File: src/pkg/lid_pkg.sv
// constants and types for the indicator output driver
package lid_pkg;

	// ****************************************
	// reference clock
	// ****************************************
	localparam int unsigned REF_CLK_MII_MHZ  = 25;
	localparam int unsigned REF_CLK_RMII_MHZ = 50;

	// ****************************************
	// sizes and reset values
	// ****************************************
	localparam int unsigned IND_COUNT   = 4;
	localparam int unsigned SET_COUNT   = 8;
	localparam logic [3:0]  IND_RST_VAL = 4'hf;
	localparam logic [2:0]  SEL_RST_VAL = 3'h0;
	localparam logic [2:0]  SYNC_RST_VAL  = 3'h0;
	localparam logic        STRAP_RST_VAL = 1'h0;

	// ****************************************
	// event sets
	// ****************************************
	typedef enum logic [2:0] {
		LID_SET_DEFAULT = 3'b000,
		LID_SET_ALT     = 3'b001,
		LID_SET_LINK    = 3'b010,
		LID_SET_TRAFFIC = 3'b011,
		LID_SET_SPEED   = 3'b100,
		LID_SET_FAULT   = 3'b101,
		LID_SET_LNKCOL  = 3'b110,
		LID_SET_MIXED   = 3'b111
	} lid_set_t;

endpackage : lid_pkg

File: src/hdl/lid_driver.sv
// indicator output driver: event set selection, strap default, user outputs

module lid_driver
	import lid_pkg::*;
#(
	parameter int unsigned NUM_IND  = IND_COUNT,
	parameter int unsigned NUM_SETS = SET_COUNT
)
(
	input  wire logic               clk_sys_i,
	input  wire logic               nrst_i,
	input  wire logic               indicator_default_select_i,
	input  wire logic [2:0]         set_sel_i,
	input  wire logic               set_sel_wr_i,
	input  wire logic               user_mode_i,
	input  wire logic [NUM_IND-1:0] user_level_i,
	input  wire logic               link_i,
	input  wire logic               speed100_i,
	input  wire logic               full_duplex_i,
	input  wire logic               activity_i,
	input  wire logic               collision_i,
	input  wire logic               far_fault_i,
	output logic      [NUM_IND-1:0] indicator_outputs_o
);

	// ****************************************
	// parameter checks
	// ****************************************
	// the event sets are wired for four outputs and a three-bit set code
	if (NUM_IND != IND_COUNT) begin : g_chk_ind
		$error("lid_driver: NUM_IND must equal the four wired indicators");
	end
	if (NUM_SETS != SET_COUNT) begin : g_chk_sets
		$error("lid_driver: NUM_SETS must equal the eight decoded sets");
	end

	// ****************************************
	// state
	// ****************************************
	typedef struct packed {
		logic [2:0]         strap_sync;
		logic               strap;
		logic               sel_valid;
		lid_set_t           sel;
		logic [NUM_IND-1:0] out_n;
	} lid_state_t;

	lid_state_t         st_q;
	lid_state_t         st_d;
	logic [NUM_IND-1:0] ev;
	logic               link100;
	logic               link10;
	logic               link_act;
	logic               act_half;
	logic               act_full;
	logic               act_col;

	// ****************************************
	// event terms
	// ****************************************
	always_comb begin
		link100  = link_i & speed100_i;
		link10   = link_i & ~speed100_i;
		link_act = link_i | activity_i;
		act_half = activity_i & ~full_duplex_i;
		act_full = activity_i & full_duplex_i;
		act_col  = activity_i | collision_i;
	end

	// ****************************************
	// event selection
	// ****************************************
	// bit 3 is the highest indicator index; 1 means the event is present
	always_comb begin
		ev = '0;
		unique case (st_q.sel)
			LID_SET_DEFAULT: begin
				ev[3] = link100;
				ev[2] = activity_i;
				ev[1] = full_duplex_i;
				ev[0] = link10;
			end
			LID_SET_ALT: begin
				ev[3] = link_act;
				ev[2] = collision_i;
				ev[1] = full_duplex_i;
				ev[0] = speed100_i;
			end
			LID_SET_LINK: begin
				ev[3] = link_i;
				ev[2] = activity_i;
				ev[1] = collision_i;
				ev[0] = full_duplex_i;
			end
			LID_SET_TRAFFIC: begin
				ev[3] = activity_i;
				ev[2] = act_half;
				ev[1] = act_full;
				ev[0] = collision_i;
			end
			LID_SET_SPEED: begin
				ev[3] = link100;
				ev[2] = link10;
				ev[1] = activity_i;
				ev[0] = collision_i;
			end
			LID_SET_FAULT: begin
				ev[3] = link_i;
				ev[2] = activity_i;
				ev[1] = far_fault_i;
				ev[0] = collision_i;
			end
			LID_SET_LNKCOL: begin
				ev[3] = link_act;
				ev[2] = collision_i;
				ev[1] = speed100_i;
				ev[0] = far_fault_i;
			end
			LID_SET_MIXED: begin
				ev[3] = link_i;
				ev[2] = full_duplex_i;
				ev[1] = speed100_i;
				ev[0] = act_col;
			end
		endcase
	end

	// ****************************************
	// next state
	// ****************************************
	always_comb begin
		st_d = st_q;
		// strap pin: three flops, level taken once the last two agree
		st_d.strap_sync = {st_q.strap_sync[1:0], indicator_default_select_i};
		if (st_q.strap_sync[2] == st_q.strap_sync[1]) begin
			st_d.strap = st_q.strap_sync[1];
		end
		// a write overrides the strap default until the next reset
		if (set_sel_wr_i) begin
			st_d.sel       = lid_set_t'(set_sel_i);
			st_d.sel_valid = 1'h1;
		end else if (!st_q.sel_valid && st_d.strap) begin
			st_d.sel = LID_SET_ALT;
		end else if (!st_q.sel_valid) begin
			st_d.sel = LID_SET_DEFAULT;
		end
		// registered so a selection change cannot glitch the pins
		if (user_mode_i) begin
			st_d.out_n = ~user_level_i;
		end else begin
			st_d.out_n = ~ev;
		end
	end

	// ****************************************
	// registers
	// ****************************************
	always_ff @(posedge clk_sys_i) begin
		if (!nrst_i) begin
			st_q.strap_sync <= SYNC_RST_VAL;
			st_q.strap      <= STRAP_RST_VAL;
			st_q.sel_valid  <= 1'h0;
			st_q.sel        <= lid_set_t'(SEL_RST_VAL);
			st_q.out_n      <= IND_RST_VAL;
		end else begin
			st_q <= st_d;
		end
	end

	// the pins come straight from the output flops
	assign indicator_outputs_o = st_q.out_n;

	// ****************************************
	// checks
	// ****************************************
	// all on the reference clock; reset masks every check but the dark one
	AST_RESET_DARK: assert property (@(posedge clk_sys_i)
		!nrst_i |=> indicator_outputs_o == IND_RST_VAL)
		else $error("outputs not dark after reset");

	AST_ACTIVE_LOW: assert property (@(posedge clk_sys_i) disable iff (!nrst_i)
		user_mode_i |=> indicator_outputs_o == ~$past(user_level_i))
		else $error("user level not inverted");

	AST_SEL_WRITE: assert property (@(posedge clk_sys_i) disable iff (!nrst_i)
		set_sel_wr_i |=> st_q.sel == $past(set_sel_i))
		else $error("set select not taken");

	AST_SEL_HOLD: assert property (@(posedge clk_sys_i) disable iff (!nrst_i)
		(st_q.sel_valid && !set_sel_wr_i) |=> st_q.sel == $past(st_q.sel))
		else $error("written set select moved");

	AST_DEF_LOW: assert property (@(posedge clk_sys_i) disable iff (!nrst_i)
		(!st_q.sel_valid && !set_sel_wr_i && !st_d.strap) |=> st_q.sel == LID_SET_DEFAULT)
		else $error("strap low default wrong");

	AST_DEF_HIGH: assert property (@(posedge clk_sys_i) disable iff (!nrst_i)
		(!st_q.sel_valid && !set_sel_wr_i && st_d.strap) |=> st_q.sel == LID_SET_ALT)
		else $error("strap high default wrong");

	// the strap level may only move once the second and third flops agree
	AST_STRAP_AGREE: assert property (@(posedge clk_sys_i) disable iff (!nrst_i)
		($past(nrst_i) && $changed(st_q.strap)) |->
			($past(st_q.strap_sync[2]) == $past(st_q.strap_sync[1])))
		else $error("strap taken before sync flops agreed");

	AST_USER_OUT: assert property (@(posedge clk_sys_i) disable iff (!nrst_i)
		user_mode_i ##1 (user_mode_i && $stable(user_level_i)) |=> $stable(indicator_outputs_o))
		else $error("user output moved");

	AST_EVENT_OUT: assert property (@(posedge clk_sys_i) disable iff (!nrst_i)
		!user_mode_i |=> indicator_outputs_o == ~$past(ev))
		else $error("event output mismatch");

endmodule // lid_driver

File: config.mk
export PLATFORM = sky130hd
export DESIGN_NAME = lid_driver
export DESIGN_NICKNAME = d
export VERILOG_FILES = /design/src/pkg/lid_pkg.sv /design/src/hdl/lid_driver.sv
export SDC_FILE = /design/constraint.sdc
export NUM_CORES = 1
export LEC_CHECK = 0
export ABC_CLOCK_PERIOD_IN_PS = 1190
export BUFFER_PORTS_ARGS = -buffer_cell sky130_fd_sc_hd__buf_2
export CAP_MARGIN = 20
export CORE_MARGIN = 2
export CORE_UTILIZATION = 43
export CTS_CLUSTER_SIZE = 24
export DETAILED_ROUTE_END_ITERATION = 10
export HOLD_SLACK_MARGIN = 0.03
export PLACE_DENSITY_LB_ADDON = 0.25
export SLEW_MARGIN = 20
export SYNTH_ARGS = -nofsm -noshare
export SYNTH_HDL_FRONTEND = slang
export SYNTH_SLANG_ARGS = --single-unit
File: constraint.sdc
create_clock -name clk_sys_i -period 1.19 [get_ports clk_sys_i]
set_clock_uncertainty 0.1 [all_clocks]
set_input_delay 0.119 -clock clk_sys_i [delete_from_list [all_inputs] [get_ports clk_sys_i]]
set_output_delay 0.119 -clock clk_sys_i [all_outputs]
set_load 0.01 [all_outputs]
Word-level counts from Yosys, hierarchy flattened
Index checks and enable logic that the tools add are counted.
{"block": "totals", "reg_bits": 12, "input_bits": 18, "out_inout_bits": 4, "wordCells": 33}
{"block": "op_classes", "eq_ne": 9, "n_mux": 6, "n_bitwise": 10, "reduce_logical": 3}
{"operator": "$pmux 4 s8", "n": 1}
{"operator": "$eq 3x3->1 const B", "n": 4}
{"operator": "$mux 3", "n": 3}
{"operator": "$not 4->4", "n": 2}
{"operator": "$eq 3x2->1 const B", "n": 2}
{"operator": "$and 1x1->1", "n": 4}
{"operator": "$mux 4", "n": 1}
{"operator": "$eq 3x1->1 const B", "n": 1}
{"operator": "$logic_not 3->1", "n": 1}
{"operator": "$ne 3x2->1 const B", "n": 1}
{"operator": "$not 1->1", "n": 2}
{"operator": "$or 1x1->1", "n": 2}
{"operator": "$eq 1x1->1", "n": 1}
{"operator": "$logic_and 1x1->1", "n": 1}
{"operator": "$logic_not 1->1", "n": 1}
{"operator": "$mux 1", "n": 1}

Longest topological paths before layout
Gate-level depths: netlist of the first run.
{"block": "depth", "word_depth": 5, "depth_mapped": 6, "depth_no_buf": 4}

Worst setup path before layout of the first run
Ideal clock, no wire load.
{"block": "synth_path", "path_type": "flip-flop to flip-flop", "from": "register st_q[5] (netlist name)", "to": "register st_q, in the netlist indicator_outputs_o[2]", "setup_ns": 0.138, "arrival_time_ns": 1.006, "t_required_ns": 0.952, "path_slack_ns": -0.054, "stages_incl_launch_ff": 7, "n_path_buf": 2, "period_less_slack_ns": 1.244, "path_cell_list": "dfxtp_1 buf_6 buf_6 nor3b_2 a21oi_1 o2111ai_1 o2111ai_1"}
{"block": "synth_via", "elab_chain_cells": 4, "elab_cells_between_ends": 11, "cone_classes": "eq/ne (7); mux (2); bitwise (1); reduce/logical (1)"}
{"item": "from (decl)", "line": "lid_driver.sv:48", "source": "lid_state_t st_q;"}
{"item": "from (signal assigned)", "line": "lid_driver.sv:166", "source": "st_q <= st_d;"}
{"item": "$eq 3x3->1, or another cell as far along", "line": "lid_driver.sv:76", "source": "unique case (st_q.sel)"}
{"item": "$pmux 4 s8 (*)", "line": "lid_driver.sv:76"}
{"item": "$not 4->4 (*)", "line": "lid_driver.sv:151", "source": "st_d.out_n = ~ev;"}
{"item": "$mux 4 (*)", "line": "lid_driver.sv:148", "source": "if (user_mode_i) begin"}
Mark *: on every way between the ends. The rest lies on a longest branch, timed or not.
A chain may end at the register's enable or synchronous reset.

Final worst setup path of the first run
{"block": "layout_path", "from": "register st_q[5] (netlist name)", "to": "register st_q, in the netlist indicator_outputs_o[0]"}
Same word-level chain as after synthesis.

==> impl_metrics.py, run 1 <==
metrics = {
    "status": {
        "status": "finished, violations left",
        "violations": "setup timing",
    },
    "sta": {
        "worst_pin_slew_ns": 0.251,
        "fin_ws_ns": -0.0864,
        "slew_headroom_pct": 83.0,
        "rsz0062_at_grt": "true",
        "finalMaxSlewViolations": 0,
        "fin_crit_sh_pct": 107,
        "fin_tns_setup_ns": -0.239,
        "setup_viol": 4,
        "period_needed_ns": 1.28,
        "fmax_ghz": 0.783,
        "hold_viol": 0,
    },
    "floorplanning": {
        "die_area_mm2": 0.00196,
        "start_util_pct": 46.2,
        "die_h_um": 44.2,
        "num_rows": 14,
        "core_area_mm2": 0.00151,
        "die_x_um": 44.2,
        "num_io_pins": 22,
    },
    "layout": {
        "multiInputGateArea_um2": 412,
        "areaGrowthSynthToFinish_pct": 46.4,
        "design_area_mm2": 0.00102,
        "layout_commonest_cell": "buf_2",
        "seqCellArea_um2": 251,
        "fillerInstances": 127,
        "nets": 135,
        "diodes": 0,
        "final_cell_mix": "buf_2, buf_4, dfxtp_1",
        "drive_gt1_share_pct": 44.8,
    },
    "setup_path": {
        "crit_required_ns": 1.30,
        "crit_arrival_ns": 1.38,
        "slowest_delay_ns": 0.37,
        "end_kind": "register",
        "cp-start-kind": "register",
        "crit_type": "register to register",
        "crit_path_cell_trace": "buf_6, nand3_1, o211ai_1, a221o_1, o2111ai_1",
        "path_delay_family": "compound AO/OA/AOI/OAI gates",
        "path_buf_inv": 1,
        "worstPathMaxFanout": 6,
        "crit_slowest_cell": "dfxtp_4",
    },
    "drt": {
        "drc_errors": 0,
        "final_antenna_net_count": 0,
        "met3_wirelength_um": 96,
        "wl_um": 1680,
        "drt_first_pass_iters": 3,
        "drt-initial-drc-count": 6,
        "avgViaCountPerCell": 5.25,
        "vias": 693,
        "drt-met1-wl_um": 686,
        "highest_layer": "met4",
        "met2_length_um": 888,
        "wl_per_cell_um": 12.7,
    },
    "synthesis": {
        "ys_async_sr_fraction_pct": 0,
        "ys_ff_latch": 12,
        "syn_area_per_cell_um2": 8.70,
        "synth_cell_type_count": 31,
        "seq_area_frac_synth_pct": 34.5,
        "synth_area_leaders": "dfxtp_1, and2_1, buf_4",
        "synth_cells": 80,
        "synth-edff-count": 0,
        "netlist_area_um2": 696,
        "synth_flop_cell": "dfxtp_1",
        "synth_top_area_share_pct": 34.5,
        "synth_top_area_cell": "dfxtp_1",
        "yosys_warnings": 0,
        "synth_nets": 98,
    },
    "placement": {
        "dpl_cell_area_um2": 821,
        "gp_congestion": 0.730,
        "portBuffers": 21,
        "dp_hpwl_um": 1100,
    },
    "clock_network": {
        "cts_tree": "yes",
        "insertion_delay_ns": 0.28,
        "clk_path_buf_depth": 2,
        "clock-root-buffer": "clkbuf_4",
        "cts.clk_slew.worst_paths_ns": 0.08,
        "cts.sinks": 12,
        "ctsHtreeMaxLevel": 1,
        "numCtsBuffers": 3,
    },
    "grt": {
        "grt-ovfl-total": 0,
        "grt_pass1_vias": 720,
        "gr-usage-all-layers_pct": 19.8,
        "antenna_found_initial": 0,
        "grt_max_degree": 13,
        "grt_pass1_wl_um": 2870,
    },
    "pwr": {
        "irDropWorstVdd_mv": 0.829,
        "p_leak_nw": 0.435,
        "power_density_mw_per_mm2": 975,
    },
    "hold_path": {
        "hp-class": "input pin to register",
    },
    "flow_run": {
        "max_cap_viol_count": 0,
    },
}
==> flip-flops by register name, summed over array words and instances, names as in the netlist <==
signal	flops
st_d	2
indicator_outputs_o	4
st_q	6
==> stage by stage <==
stage / hold slack (ns) / utilization, % / power, mW / std cells / setup slack [ns]
3_3_place_gp: 0.225 / 54.5 / 0.614 / 118 / -0.142
3_5_place_dp: 0.228 / 54.5 / 0.618 / 118 / -0.193
2_1_floorplan: 0.129 / - / 0.555 / 80 / -0.0410
4_1_cts: 0.0345 / 64.5 / 0.976 / 132 / -0.102
5_1_grt: 0.0352 / 67.6 / 1.04 / 132 / -0.165
6_report: 0.0295 / 67.6 / 0.993 / 132 / -0.0864
==> power breakdown <==
part | switching (mW) | internal [mW] | leakage [nW] | total [mW]
Combinational | 0.0949 | 0.125 | 0.312 | 0.220
Sequential | 0.0185 | 0.421 | 0.101 | 0.439
Clock | 0.148 | 0.186 | 0.0210 | 0.334
Total | 0.261 | 0.732 | 0.435 | 0.993
==> final cells by class <==
type	instances	share of cell area (%)
flip-flops and latches	12	24.7
well taps	16	1.97
multi-input cells	54	40.4
repair buffers	41	27.5
clock buffers	4	3.56
inverters	5	1.84
==> Yosys cell counts, types with 2 or more instances <==
| master | number |
|---|---|
| o211ai_1 | 2 |
| and2_1 | 8 |
| mux2_1 | 2 |
| o21a_1 | 2 |
| o21ai_0 | 5 |
| buf_4 | 5 |
| a211oi_1 | 2 |
| inv_1 | 4 |
| nand3b_1 | 2 |
| o21ai_1 | 4 |
| nand2_1 | 7 |
| dfxtp_1 | 12 |
| buf_6 | 3 |
| a21oi_1 | 3 |
| o2111ai_1 | 3 |
==> worst paths after layout <==
path	from	end	slack, ns	depth (start not counted)
worst max-delay path	st_q[5]	indicator_outputs_o[0]	-0.09	5
worst min-delay path	user_level_i[1]	indicator_outputs_o[1]	0.03	3
worst max register to register	st_q[5]	indicator_outputs_o[0]	-0.09	5
worst min register to register	st_d[10]	st_d[11]	0.34	1
==> metal layers <==
| layer | track usage [%] | up-vias |
|---|---|---|
| li1 | - | 355 |
| met1 | 20.7 | 318 |
| met2 | 35.9 | 18 |
| met3 | 6.94 | 2 |
| met4 | 7.88 | 0 |
| met5 | 0 | - |
==> repair_timing <==
action                                 CTS  global route
resized for setup                       10            10
setup buffers                            3             0
hold buffers                             7             0
setup endpoints to repair                4             4
endpoints found under the hold margin    7             0
pin swaps                                3             5
==> worst register-to-register path, delay by kind of cell (launching register included) <==
family	cells	cell delay, ns
DFF	1	0.37
and+or+nand+nor	1	0.07
buffers and inverters	1	0.13
AOI/OAI and AO/OA	3	0.53
==> cells by family after synthesis <==
family                   after synthesis  synth area share, %
AO/OA/AOI/OAI                         27                 26.3
adder cells (fa/ha/maj)                1                 1.44
buffers and inverters                 14                 13.5
flip-flops                            12                 34.5
multiplexers                           3                 4.68
AND/OR/NAND/NOR                       23                 19.6
No activity file was read; power rests on OpenSTA's default activity.
==> run 2, diff against run 1 <==
REMOVE_ABC_BUFFERS = 1   (was unset)
==> run 2 against run 1 <==
The run still ends with setup timing left. Cell area decreased by 3.1%. Non-clock buffer count shrank 3. Worst hold slack improved by 0.0046 ns. Critical path type unchanged. Critical endpoint unchanged. Largest cell class unchanged. Largest power group unchanged. Highest routed layer is now met3.
==> impl_metrics.py, run 2 (synthesis results as in run 1) <==
metrics = {
    "sta": {
        "finalMaxSlewViolations": 0,
        "fin_crit_sh_pct": 105,
        "period_needed_ns": 1.26,
        "setup_viol": 4,
        "hold_viol": 0,
        "fin_ws_ns": -0.0651,
        "worst_pin_slew_ns": 0.252,
        "fmax_ghz": 0.797,
        "slew_headroom_pct": 82.9,
        "fin_tns_setup_ns": -0.205,
        "rsz0062_at_grt": "true",
    },
    "setup_path": {
        "crit_required_ns": 1.23,
        "end_kind": "register",
        "crit_type": "register to register",
        "crit_slowest_cell": "dfxtp_4",
        "crit_path_cell_trace": "and2b_1, o211ai_1, a221o_1, o2111ai_2",
        "slowest_delay_ns": 0.37,
        "cp-start-kind": "register",
        "worstPathMaxFanout": 7,
        "crit_arrival_ns": 1.30,
    },
    "drt": {
        "drt-initial-drc-count": 6,
        "wl_um": 1600,
        "drt_first_pass_iters": 4,
        "drc_errors": 0,
        "avgViaCountPerCell": 5.31,
        "vias": 685,
        "final_antenna_net_count": 0,
        "wl_per_cell_um": 12.4,
    },
    "placement": {
        "gp_congestion": 0.782,
        "place_inst": 116,
        "dp_hpwl_um": 1120,
        "pre_cts_ws_ns": -0.162,
        "portBuffers": 21,
    },
    "pwr": {
        "p_leak_nw": 0.418,
        "irDropWorstVdd_mv": 0.656,
        "power_density_mw_per_mm2": 972,
    },
    "layout": {
        "drive_gt1_share_pct": 44.2,
        "diodes": 0,
        "final_cell_mix": "buf_2, dfxtp_1, and2_1, buf_4, nand2_1",
        "largest_reg_flops": 6,
        "areaGrowthSynthToFinish_pct": 41.9,
        "largest_register": "st_q",
        "fin_cells": 129,
        "fillerInstances": 121,
        "nets": 132,
        "layout_commonest_cell": "buf_2",
    },
    "status": {
        "violations": "setup timing",
        "status": "finished, violations left",
    },
    "grt": {
        "grt_max_degree": 13,
        "gr-usage-all-layers_pct": 18.2,
        "grt_pass1_wl_um": 2630,
        "grt-ovfl-total": 0,
        "grt_pass1_vias": 634,
        "antenna_found_initial": 0,
    },
    "clock_network": {
        "insertion_delay_ns": 0.27,
        "cts_tree": "yes",
        "clock-root-buffer": "clkbuf_4",
        "cts.sinks": 12,
        "cts.clk_slew.worst_paths_ns": 0.07,
        "numCtsBuffers": 3,
        "ctsHtreeMaxLevel": 1,
        "clk_path_buf_depth": 2,
    },
    "floorplanning": {
        "core_area_mm2": 0.00151,
        "start_util_pct": 46.2,
        "die_h_um": 44.2,
        "die_x_um": 44.2,
        "num_rows": 14,
        "die_area_mm2": 0.00196,
        "num_io_pins": 22,
    },
    "hold_path": {
        "hp-class": "input pin to register",
    },
    "flow_run": {
        "max_cap_viol_count": 0,
    },
}
[run 2: per-stage QoR]
stage / hold WS (ns) / utilization [%] / total power [mW] / cell area, um2
floorplan: 0.0990 / - / 0.524 / 621
global placement: 0.224 / 53.5 / 0.611 / 806
detailed placement: 0.230 / 53.5 / 0.613 / 806
CTS: 0.0316 / 63.6 / 0.961 / 958
global route: 0.0356 / 65.5 / 1.01 / 987
finish: 0.0340 / 65.5 / 0.960 / 987
[run 2: final timing paths]
check	to	slack, ns	from	depth (start not counted)
max	indicator_outputs_o[0]	-0.07	st_q[5]	4
min	indicator_outputs_o[3]	0.03	nrst_i	2
max reg2reg	indicator_outputs_o[0]	-0.07	st_q[5]	4
min reg2reg	st_d[11]	0.33	st_d[10]	1
[run 2: metal layers]
metal	vias to the layer above	track usage (%)	share of wire, %
met5	-	0	0
met4	0	3.64	0
met3	0	6.12	5.5
met2	20	33.8	53
met1	310	19.9	42
li1	355	-	-
[run 2: layout make-up]
class                      instances  area [um2]  share of cell area, %
multi-input combinational         54         402                   40.7
timing repair buffer              38         259                   26.2
sequential                        12         251                   25.5
clock buffer                       4        36.3                   3.68
tap                               16        20.0                   2.03
inverter                           5        18.8                   1.90
[run 2: critical path: cells and delay by family, from the launching register on]
family          cells  cell delay (ns)
compound gates      3             0.48
flops               1             0.37
simple gates        1             0.18
[run 2: timing repair]
item,4_1_cts,5_1_grt
endpoints found under the hold margin,6,0
setup buffers,1,2
endpoints found under the setup margin,5,4
hold buffers,6,0
pin swaps,6,2
gates resized for setup,16,3
[run 2: power by group]
part / internal [mW] / switching, mW / total [mW] / leakage [nW]
Clock: 0.186 / 0.128 / 0.314 / 0.0210
Combinational: 0.115 / 0.0913 / 0.206 / 0.295
Sequential: 0.421 / 0.0186 / 0.440 / 0.101
==> run 3, diff against run 2 <==
ABC_AREA = 1   (was unset)
CAP_MARGIN = unset   (was 20)
CORE_UTILIZATION = 44   (was 43)
==> run 3 against run 2 <==
The run still ends with setup timing left. Worst hold slack gained 0.0073 ns. Via count rose by 16%. Global-route usage grew 0.95 points. Maximum frequency increased by 3.4%. Non-clock buffer count did not move. Register-to-register slack improved by 0.04 ns. Total power grew 5.5%. Sequential share of layout area down 2.9 points. Combinational power grew 21%. Sequential power is 1% lower. Critical path depth grew 6.
==> impl_metrics.py, run 3 <==
metrics = {
    "clock_network": {
        "ctsHtreeMaxLevel": 1,
        "cts.clk_slew.worst_paths_ns": 0.08,
        "numCtsBuffers": 3,
        "clk_path_buf_depth": 2,
        "insertion_delay_ns": 0.27,
        "post_cts_buffers": 0,
        "cts_tree": "yes",
        "clock-root-buffer": "clkbuf_4",
        "cts.sinks": 12,
    },
    "setup_path": {
        "cp-start-kind": "register",
        "slowest_delay_ns": 0.34,
        "crit_slowest_cell": "dfxtp_2",
        "crit_path_cell_trace": "buf_12, inv_8, nor2_8, nand3_2, nand2_1, nor2_1, nand2_1, nand2_1, nand2_1, nand2_1",
        "worstPathMaxFanout": 9,
        "rrSetupSlack_ns": -0.02,
        "crit_top_cell": "nand2_1",
        "crit_arrival_ns": 1.29,
        "crit_type": "register to register",
        "path_delay_family": "simple AND/OR/NAND/NOR gates",
        "end_kind": "register",
        "path_buf_inv": 2,
        "crit_required_ns": 1.26,
    },
    "layout": {
        "final_cell_mix": "nand2_1, buf_2, nor2_1",
        "fillerInstances": 137,
        "areaGrowthSynthToFinish_pct": 42.3,
        "nets": 165,
        "seqCellArea_um2": 244,
        "multiInputGateArea_um2": 407,
        "largest_register": "st_q",
        "largest_reg_flops": 6,
        "design_area_mm2": 0.00108,
        "layout_commonest_cell": "nand2_1",
        "diodes": 0,
        "drive_gt1_share_pct": 34.2,
    },
    "synthesis": {
        "netlist_area_um2": 761,
        "ys_ff_latch": 12,
        "syn_area_per_cell_um2": 6.85,
        "synth-edff-count": 0,
        "synth_top_area_cell": "dfxtp_1",
        "synth_area_leaders": "dfxtp_1, nand2_1, nand3_1",
        "synth_cell_type_count": 24,
        "yosysMostFrequentCell": "nand2_1",
        "synth_cells": 111,
        "synth_common_cells": "nand2_1, nor2_1, dfxtp_1, inv_1, nand3_1",
        "synth_flop_cell": "dfxtp_1",
        "yosys_warnings": 0,
        "ys_async_sr_fraction_pct": 0,
        "seq_area_frac_synth_pct": 31.6,
        "synth_top_area_share_pct": 31.6,
    },
    "drt": {
        "drc_errors": 0,
        "drt_first_pass_iters": 4,
        "drt-initial-drc-count": 14,
        "final_antenna_net_count": 0,
        "vias": 795,
        "wl_per_cell_um": 10.8,
        "avgViaCountPerCell": 4.88,
        "wl_um": 1770,
    },
    "placement": {
        "dpl_cell_area_um2": 913,
        "portBuffers": 21,
        "dp_hpwl_um": 1260,
        "pre_cts_ws_ns": -0.0627,
        "gp_congestion": 0.903,
    },
    "pwr": {
        "p_leak_nw": 0.524,
        "irDropWorstVdd_mv": 0.950,
        "power.total_mw": 1.01,
        "power_density_mw_per_mm2": 936,
    },
    "sta": {
        "setup_viol": 1,
        "slew_headroom_pct": 88.1,
        "finalMaxSlewViolations": 0,
        "fin_crit_sh_pct": 102,
        "rsz0062_at_grt": "true",
        "hold_viol": 0,
        "fin_ws_ns": -0.0237,
        "period_needed_ns": 1.21,
        "hold-worst-slack_ns": 0.0413,
        "worst_pin_slew_ns": 0.178,
        "fin_tns_setup_ns": -0.0237,
        "fmax_ghz": 0.824,
    },
    "status": {
        "status": "finished, violations left",
        "violations": "setup timing",
    },
    "grt": {
        "grt_pass1_wl_um": 2820,
        "antenna_found_initial": 0,
        "grt_max_degree": 10,
        "grt-ovfl-total": 0,
        "gr-usage-all-layers_pct": 19.1,
        "grt_pass1_vias": 695,
    },
    "floorplanning": {
        "start_util_pct": 45.5,
        "die_area_mm2": 0.00208,
        "die_h_um": 45.6,
        "core_area_mm2": 0.00167,
        "die_x_um": 45.6,
        "num_rows": 15,
        "num_io_pins": 22,
    },
    "hold_path": {
        "hp-class": "input pin to register",
    },
    "flow_run": {
        "max_cap_viol_count": 0,
    },
}
## run 3: cell types whose count changed after synthesis, sizes merged, moves of 2 or more
cell     change
a21oi        +2
and2         -8
inv         +11
mux2         -2
nand2       +23
nand3       +14
nand3b       -2
nor2        +16
nor3b        -2
o2111ai      -3
o211ai       -2
o21ai        -6
## run 3: per-stage QoR
stage                     std cells  util (%)
after floorplan                 104         -
after global placement          149      54.7
after detailed placement        149      54.7
after CTS                       163      64.3
after global routing            163      64.8
final                           163      64.8
## run 3: final cells by class
cell class                      count  share of cell area (%)
Clock buffer                        4                    3.35
Inverter                           16                    6.94
Multi-Input combinational cell     76                    37.6
Sequential cell                    12                    22.5
Tap cell                           17                    1.97
Timing Repair Buffer               38                    27.6
## run 3: what timing repair did
action	in CTS	in global routing
pin swaps	2	0
hold buffers	10	0
hold endpoints to repair	10	0
gates resized for setup	6	3
setup endpoints to repair	4	4
## run 3: routing by layer
metal / global-route usage, % / wire length, um
met1: 22.6 / 761
met2: 31.3 / 908
met3: 7.94 / 82
met4: 5.88 / 14
met5: 0 / 0
## run 3: report_power, final
part | switching [mW] | internal [mW] | total [mW]
sequential | 0.0106 | 0.424 | 0.435
clock | 0.141 | 0.186 | 0.327
combinational | 0.125 | 0.125 | 0.250
total | 0.277 | 0.736 | 1.01
## run 3: cell families (layout without fill, tap and decap cells)
kind of cell	count (synthesis)	after routing	share of synthesized area (%)
flip-flops	12	12	31.6
AND/OR/NAND/NOR	63	63	40.0
AO/OA/AOI/OAI	13	13	10.5
buffers and inverters	23	58	17.9
## run 3: final timing paths
| check | from | end | cells past startpoint |
|---|---|---|---|
| worst max-delay path | st_q[5] | indicator_outputs_o[0] | 10 |
| worst min-delay path | user_mode_i | indicator_outputs_o[3] | 4 |
| worst max register to register | st_q[5] | indicator_outputs_o[0] | 10 |
| worst min register to register | st_d[10] | st_d[11] | 2 |
## run 3: worst reg2reg max path, stage by stage (launching register included)
cell and delay [ns]:
dfxtp_2 0.34, buf_12 0.14, inv_8 0.05, nor2_8 0.10
nand3_2 0.07, nand2_1 0.07, nor2_1 0.04, nand2_1 0.06
nand2_1 0.04, nand2_1 0.05, nand2_1 0.04
